[config.mk]
export PLATFORM = sky130hd
export DESIGN_NAME = awsf_shadow_flags
export DESIGN_NICKNAME = d
export VERILOG_FILES = /design/src/design/awsf_pkg.sv /design/src/design/awsf_shadow_flags.sv
export VERILOG_INCLUDE_DIRS = /design/src /design/src/design
export SDC_FILE = /design/constraint.sdc
export NUM_CORES = 1
export LEC_CHECK = 0
export BUFFER_PORTS_ARGS = -buffer_cell sky130_fd_sc_hd__buf_2
export CAP_MARGIN = 25
export CORE_UTILIZATION = 48
export DETAILED_ROUTE_END_ITERATION = 10
export PLACE_DENSITY = 0.84
export SYNTH_ARGS = -nofsm -noshare
export SYNTH_HDL_FRONTEND = slang
export SYNTH_SLANG_ARGS = --single-unit
[constraint.sdc]
create_clock -name clock -period 2.92 [get_ports clock]
set_input_delay 0.584 -clock clock [delete_from_list [all_inputs] [get_ports clock]]
set_output_delay 0.584 -clock clock [all_outputs]
set_load 0.05 [all_outputs]
[src/design/awsf_map.svh]
/*
 holds the address indexes, field masks, reset values and response codes
 of the alarm and warning shadow flag bank.
 assumes byte address = 4 * index on a 32-bit register bus.
*/
`ifndef AWSF_MAP_SVH
`define AWSF_MAP_SVH
`define AWSF_IDX_W 10
`define AWSF_IDX_ALM0 10'h0fb
`define AWSF_IDX_WRN3 10'h0fc
`define AWSF_IDX_WRN2 10'h0fd
`define AWSF_IDX_RSVA 10'h0fe
`define AWSF_IDX_RSVB 10'h0ff
`define AWSF_IDX_CTRL 10'h080
`define AWSF_MASK_ALM0 8'h08
`define AWSF_MASK_WRN3 8'hff
`define AWSF_MASK_WRN2 8'hf0
`define AWSF_BIT_BIAS 3
`define AWSF_BIT_SUPPLY_LO 4
`define AWSF_RST_FLAGS 8'h00
`define AWSF_RST_RSV 8'h00
`define AWSF_RST_CTRL 8'h1f
`define AWSF_RESP_OKAY 2'b00
`define AWSF_RESP_SLVERR 2'b10
`endif

[src/design/awsf_pkg.sv]
/*
 types shared by the shadow flag bank: register select and bus response.
 assumes awsf_map.svh for the numeric values.
*/
package awsf_pkg;
   typedef logic [1:0] awsf_resp_t;
   typedef enum logic [2:0] {
      AWSF_SEL_NONE = 3'b000,
      AWSF_SEL_ALM0 = 3'b001,
      AWSF_SEL_WRN3 = 3'b010,
      AWSF_SEL_WRN2 = 3'b011,
      AWSF_SEL_RSVA = 3'b100,
      AWSF_SEL_RSVB = 3'b101,
      AWSF_SEL_CTRL = 3'b110
   } awsf_sel_t;
endpackage

[src/design/awsf_shadow_flags.sv]
/*
 alarm and warning shadow flag bank with an AXI4-Lite slave.
 assumes event inputs and password grants come from logic on clock,
 and a master with at most one write and one read outstanding.
*/
// Function
// alarm-zero byte at FBh, resets 00h, only bit 3 bias ceiling flag
// alarm-zero byte uses same bit layout as lower byte 73h
// warning-three byte at FCh, eight temperature, supply and monitor flags
// supply low warning stays clear after power-on despite low supply
// warning-two byte at FDh, bits 7-4 monitor three/four, rest reserved
// flags latch; cleared by reset or level-one write; reads always allowed
// FEh and FFh reserved bytes, reset zero, write needs level one
// next table control byte resets 1Fh, read and write need level two
// event sets flag at once, stays set, beats a simultaneous clear
`timescale 1ns/1ps
`default_nettype none
`include "awsf_map.svh"
module awsf_shadow_flags #(
   parameter int ADDR_W = 12
) (
   input wire logic clock,
   input wire logic srst,
   input wire logic [ADDR_W-1:0] awaddr,
   input wire logic awvalid,
   output logic awready,
   input wire logic [31:0] wdata,
   input wire logic [3:0] wstrb,
   input wire logic wvalid,
   output logic wready,
   output awsf_pkg::awsf_resp_t bresp,
   output logic bvalid,
   input wire logic bready,
   input wire logic [ADDR_W-1:0] araddr,
   input wire logic arvalid,
   output logic arready,
   output logic [31:0] rdata,
   output awsf_pkg::awsf_resp_t rresp,
   output logic rvalid,
   input wire logic rready,
   input wire logic password_level_one,
   input wire logic password_level_two,
   input wire logic bias_ceiling_event,
   input wire logic [7:0] warning_three_event,
   input wire logic [3:0] warning_two_event,
   output logic [7:0] bias_ceiling_alarm_latch,
   output logic [7:0] warning_group_three_latch,
   output logic [7:0] warning_group_two_latch,
   output logic [7:0] control_byte
);
   import awsf_pkg::*;

   function automatic awsf_sel_t decode(input logic [ADDR_W-1:0] addr);
      logic [`AWSF_IDX_W-1:0] idx;
      idx = addr[`AWSF_IDX_W+1:2];
      if (addr[1:0] != 2'b00) begin
         return AWSF_SEL_NONE;
      end
      unique case (idx)
         `AWSF_IDX_ALM0: return AWSF_SEL_ALM0;
         `AWSF_IDX_WRN3: return AWSF_SEL_WRN3;
         `AWSF_IDX_WRN2: return AWSF_SEL_WRN2;
         `AWSF_IDX_RSVA: return AWSF_SEL_RSVA;
         `AWSF_IDX_RSVB: return AWSF_SEL_RSVB;
         `AWSF_IDX_CTRL: return AWSF_SEL_CTRL;
         default: return AWSF_SEL_NONE;
      endcase
   endfunction

   // a write replaces the byte, then new events are or-ed on top
   function automatic logic [7:0] latch_next(
      input logic [7:0] old,
      input logic [7:0] ev,
      input logic wr,
      input logic [7:0] wbyte,
      input logic [7:0] mask
   );
      return ((wr ? wbyte : old) | ev) & mask;
   endfunction

   logic aw_have_reg;
   logic [ADDR_W-1:0] aw_addr_reg;
   logic w_have_reg;
   logic [7:0] w_byte_reg;
   logic w_lane_reg;
   logic bvalid_reg;
   awsf_resp_t bresp_reg;
   logic rvalid_reg;
   logic [31:0] rdata_reg;
   awsf_resp_t rresp_reg;
   logic [7:0] alm0_reg;
   logic [7:0] wrn3_reg;
   logic [7:0] wrn2_reg;
   logic [7:0] rsva_reg;
   logic [7:0] rsvb_reg;
   logic [7:0] ctrl_reg;
   logic supply_arm_reg;

   // write channel: address and data captured in either order
   assign awready = !aw_have_reg && !bvalid_reg;
   assign wready = !w_have_reg && !bvalid_reg;
   wire aw_take = awvalid && awready;
   wire w_take = wvalid && wready;
   wire wr_fire = aw_have_reg && w_have_reg;
   wire awsf_sel_t wr_sel = decode(aw_addr_reg);
   wire pw1_ok = password_level_one || password_level_two;

   // write gating by level
   wire wr_allowed = (wr_sel == AWSF_SEL_CTRL) ? password_level_two :
      (wr_sel != AWSF_SEL_NONE) && pw1_ok;
   wire wr_do = wr_fire && wr_allowed && w_lane_reg;
   wire wr_alm0 = wr_do && (wr_sel == AWSF_SEL_ALM0);
   wire wr_wrn3 = wr_do && (wr_sel == AWSF_SEL_WRN3);
   wire wr_wrn2 = wr_do && (wr_sel == AWSF_SEL_WRN2);
   wire wr_rsva = wr_do && (wr_sel == AWSF_SEL_RSVA);
   wire wr_rsvb = wr_do && (wr_sel == AWSF_SEL_RSVB);
   wire wr_ctrl = wr_do && (wr_sel == AWSF_SEL_CTRL);
   wire awsf_resp_t wr_resp = wr_allowed ? `AWSF_RESP_OKAY : `AWSF_RESP_SLVERR;

   // supply low arm
   // the supply low event is ignored until it has been seen inactive once,
   // so a slow supply ramp at start-up never latches the flag
   wire supply_arm_next = supply_arm_reg || !warning_three_event[`AWSF_BIT_SUPPLY_LO];
   wire [7:0] wrn3_ev = supply_arm_reg ? warning_three_event :
      (warning_three_event & ~`AWSF_MASK_WRN3 | warning_three_event & 8'hef);

   // bias flag position
   wire [7:0] alm0_ev = {4'h0, bias_ceiling_event, 3'h0};
   // monitor three and four in the upper nibble
   wire [7:0] wrn2_ev = {warning_two_event, 4'h0};

   // latch, set beats clear
   wire [7:0] alm0_next = latch_next(alm0_reg, alm0_ev, wr_alm0, w_byte_reg,
      `AWSF_MASK_ALM0);
   wire [7:0] wrn3_next = latch_next(wrn3_reg, wrn3_ev, wr_wrn3, w_byte_reg,
      `AWSF_MASK_WRN3);
   wire [7:0] wrn2_next = latch_next(wrn2_reg, wrn2_ev, wr_wrn2, w_byte_reg,
      `AWSF_MASK_WRN2);
   // reserved bytes
   wire [7:0] rsva_next = wr_rsva ? w_byte_reg : rsva_reg;
   wire [7:0] rsvb_next = wr_rsvb ? w_byte_reg : rsvb_reg;
   // control byte
   wire [7:0] ctrl_next = wr_ctrl ? w_byte_reg : ctrl_reg;

   // read channel: one read at a time, answered one cycle after the take
   assign arready = !rvalid_reg;
   wire ar_take = arvalid && arready;
   wire awsf_sel_t rd_sel = decode(araddr);
   // control byte read needs level two
   wire rd_denied = (rd_sel == AWSF_SEL_NONE) ||
      ((rd_sel == AWSF_SEL_CTRL) && !password_level_two);
   // flags readable at any level
   wire [7:0] rd_byte =
      (rd_sel == AWSF_SEL_ALM0) ? alm0_reg :
      (rd_sel == AWSF_SEL_WRN3) ? wrn3_reg :
      (rd_sel == AWSF_SEL_WRN2) ? wrn2_reg :
      (rd_sel == AWSF_SEL_RSVA) ? rsva_reg :
      (rd_sel == AWSF_SEL_RSVB) ? rsvb_reg :
      (rd_sel == AWSF_SEL_CTRL) ? ctrl_reg : 8'h00;
   wire [31:0] rd_word = rd_denied ? 32'h0000_0000 : {24'h00_0000, rd_byte};
   wire awsf_resp_t rd_resp = rd_denied ? `AWSF_RESP_SLVERR : `AWSF_RESP_OKAY;

   always_ff @(posedge clock) begin
      if (srst) begin
         aw_have_reg <= 1'b0;
         aw_addr_reg <= '0;
         w_have_reg <= 1'b0;
         w_byte_reg <= 8'h00;
         w_lane_reg <= 1'b0;
      end else begin
         aw_have_reg <= aw_take || (aw_have_reg && !wr_fire);
         w_have_reg <= w_take || (w_have_reg && !wr_fire);
         if (aw_take) begin
            aw_addr_reg <= awaddr;
         end
         if (w_take) begin
            w_byte_reg <= wdata[7:0];
            w_lane_reg <= wstrb[0];
         end
      end
   end

   always_ff @(posedge clock) begin
      if (srst) begin
         bvalid_reg <= 1'b0;
         bresp_reg <= `AWSF_RESP_OKAY;
      end else if (wr_fire) begin
         bvalid_reg <= 1'b1;
         bresp_reg <= wr_resp;
      end else if (bready) begin
         bvalid_reg <= 1'b0;
      end
   end

   always_ff @(posedge clock) begin
      if (srst) begin
         rvalid_reg <= 1'b0;
         rdata_reg <= 32'h0000_0000;
         rresp_reg <= `AWSF_RESP_OKAY;
      end else if (ar_take) begin
         rvalid_reg <= 1'b1;
         rdata_reg <= rd_word;
         rresp_reg <= rd_resp;
      end else if (rready) begin
         rvalid_reg <= 1'b0;
      end
   end

   // power-on values
   always_ff @(posedge clock) begin
      if (srst) begin
         alm0_reg <= `AWSF_RST_FLAGS;
         wrn3_reg <= `AWSF_RST_FLAGS;
         wrn2_reg <= `AWSF_RST_FLAGS;
         rsva_reg <= `AWSF_RST_RSV;
         rsvb_reg <= `AWSF_RST_RSV;
         ctrl_reg <= `AWSF_RST_CTRL;
         supply_arm_reg <= 1'b0;
      end else begin
         alm0_reg <= alm0_next;
         wrn3_reg <= wrn3_next;
         wrn2_reg <= wrn2_next;
         rsva_reg <= rsva_next;
         rsvb_reg <= rsvb_next;
         ctrl_reg <= ctrl_next;
         supply_arm_reg <= supply_arm_next;
      end
   end

   assign bvalid = bvalid_reg;
   assign bresp = bresp_reg;
   assign rvalid = rvalid_reg;
   assign rdata = rdata_reg;
   assign rresp = rresp_reg;
   assign bias_ceiling_alarm_latch = alm0_reg;
   assign warning_group_three_latch = wrn3_reg;
   assign warning_group_two_latch = wrn2_reg;
   assign control_byte = ctrl_reg;
endmodule
`default_nettype wire

==> impl_metrics.toml <==
[floorplanning]
rows = 31
die_area_um2 = 7858
die_height_um = 88.65
core-area_um2 = 7253
io_pins = 155
start_util_pct = 49.68
die_w_um = 88.65

[power_and_ir_drop]
ir_worst_vdd_mv = 0.3235
cellPowerDensity_nw_per_um2 = 508.6
comb_power_share_pct = 16.9
power_leakage_uw = 0.001785
switching_share_pct = 32.37
intPower_uw = 1440
p_sw_uw = 689.3
total_power_uw = 2129
power_frac_clock_pct = 32.6
p_seq_share_pct = 50.6

[global_routing]
grt_use_met1_pct = 29.64
use_met2_pct = 37.34
grt_pass1_vias = 2982
grt_pass1_wl_mm = 13.88
grt_overflow = 0
use_met3_pct = 4.851
grt_max_degree = 67
global_route.peak_usage_layer = "met2"
grt_use_total_pct = 23.14
antenna_found_initial = 0

[detailed_routing]
drt_iter0_drc = 328
via_per_inst = 5.211
dr.pass1.iters = 4
route.vias.total = 3257
drt.antenna.violating_nets = 0
wl_per_cell_um = 13.60
drc = 0
wirelength_mm = 8.499

[yosys]
synth_seq_cells = 73
synthCells = 428
syn_avg_cell_area_um2 = 8.419
yosysWarningCount = 0
ys_top_cells_by_area = "dfxtp_1 41%, mux2i_1 9.2%, buf_4 7.7%"
yosysTopAreaCell = "dfxtp_1"
synth_cell_types = 46
synth_commonest_cells = "73 x dfxtp_1, 65 x nand2_1, 43 x a21oi_1"
synth_area_um2 = 3603
synth-edff-count = 0
synth-main-ff-cell = "dfxtp_1"
ys_seq_area_share_pct = 40.56
async_flop_share_pct = 0
yosysMostFrequentCell = "dfxtp_1"
yosysTopAreaCellShare_pct = 40.56

[clocking]
clk-insertion-delay-late_ns = 0.35
postCtsSetupBuffers = 0
htree_levels = 3
numCtsBuffers = 9
cts-resized-gates = 0
cts_sinks = 73
path_clk_slew_ns = 0.08
tritoncts = "yes"
clk_path_buf_depth = 2
hold_buffers = 0
clock-root-buffer = "clkbuf_8"

[run]
drv_cap = 0

[worst_setup_path]
r2r_cells = 6
rrSetupSlack_ns = 0.47
start_kind = "register"
timing.rr.start = "aw_addr_reg[10]"
path_max_fanout = 8
reg2reg_to = "rsva_reg[1]"
setup.worst_path.start = "aw_addr_reg[10]"
worstPathArrival_ns = 2.65
endpoint_kind = "register"
critPathRequiredTime_ns = 3.13
crit_type = "reg2reg"
worstSetupEndpoint = "rsva_reg[1]"

[place]
port_buffers = 90
placed_cells = 610
place_congestion = 0.8800
dp_hpwl_mm = 6.322

[run_status]
status = "finished, final reports clean"

[finish]
num-nets-final = 604
largest_reg_flops = 12
drive_gt1_share_pct = 23.57
final_cells = 625
syn_to_final_growth_pct = 16.18
n_antenna_cell = 0
nFillCells = 657

[sta]
hold_viol_final = 0
slew_violations = 0
skew_ns = 0.01300
setup_viol = 0
relSlewSlack_pct = 51.48
tightest_slew_ns = 0.7246
fin_crit_ns = 2.446
finalSetupTns_ns = 0
rsz0062_at_grt = "false"
min_period_over_period_pct = 83.75
fmax_ghz = 0.4089

[hold_path]
hp-class = "in2reg"
## layer usage
metal | part of all wire (%) | up-vias
li1 | - | 1604
met1 | 42 | 1469
met2 | 47 | 159
met3 | 7.5 | 25
met4 | 2.9 | 0
met5 | 0 | -
## layout make-up
cell class	count	area [um^2]	share of cell area [%]
tap	99	123.9	2.959
inverter	20	75.07	1.793
timing repair buffer	99	518.0	12.37
clock buffer	10	137.6	3.288
multi-input combinational	319	1838	43.90
clock inverter	5	32.53	0.7770
sequential	73	1461	34.91
## layout by cell type, fill, tap and decap left out, drive strengths merged, types with 13 or more instances in the layout
master  Yosys  final
a21oi      43     43
nand2      65     65
conb        1     37
mux2i      33     33
o21ai      13     13
buf        41     99
nor2       31     31
inv        20     20
nor3       15     15
dfxtp      73     73
## cells by family after synthesis
family	after synthesis	share of synthesized area (%)
AO/OA/AOI/OAI	90	15.77
multiplexers	35	9.792
AND/OR/NAND/NOR	157	21.60
flip-flops	73	40.56
buffers and inverters	72	12.19
other	1	0.1041
## critical path: stages, from the launching register on
cell and delay (ns):
dfxtp_1 0.32, or3b_4 0.41, or2_4 0.29, or4_4 0.52, nor3_4 0.45, mux2i_1 0.27
nor2_1 0.06
## metrics by stage
stage,utilization [%],setup WS [ns],area (um^2),hold WS [ns]
final,57.72,0.4744,4187,0.4080
after global routing,57.72,0.3473,4187,0.4127
after CTS,57.72,0.4769,4187,0.3964
after detailed placement,55.37,0.2777,4016,0.4430
after global placement,55.37,0.3195,4016,0.4328
after floorplan,-,0.4454,3739,0.4232
## power groups by stage
stage | registers (uW) | clock network (uW) | logic, uW
final | 1080 | 694 | 359
after global routing | 1080 | 744 | 390
after CTS | 1080 | 703 | 359
after detailed placement | 1100 | 0 | 358
after global placement | 1100 | 0 | 352
after floorplan | 1140 | 0 | 267
## how the worst min path moves through the flow
stage,from,end,slack (ns),cells after the start
floorplan,supply_arm_reg,supply_arm_reg,0.42,2
finish,rready,rvalid,0.41,2
CTS,rready,rvalid,0.40,2
global placement,supply_arm_reg,supply_arm_reg,0.43,2
global route,warning_three_event[4],supply_arm_reg,0.41,2
detailed placement,aw_addr_reg[9],aw_addr_reg[9],0.44,2
Note: power is estimated with default switching activity, not from simulation.
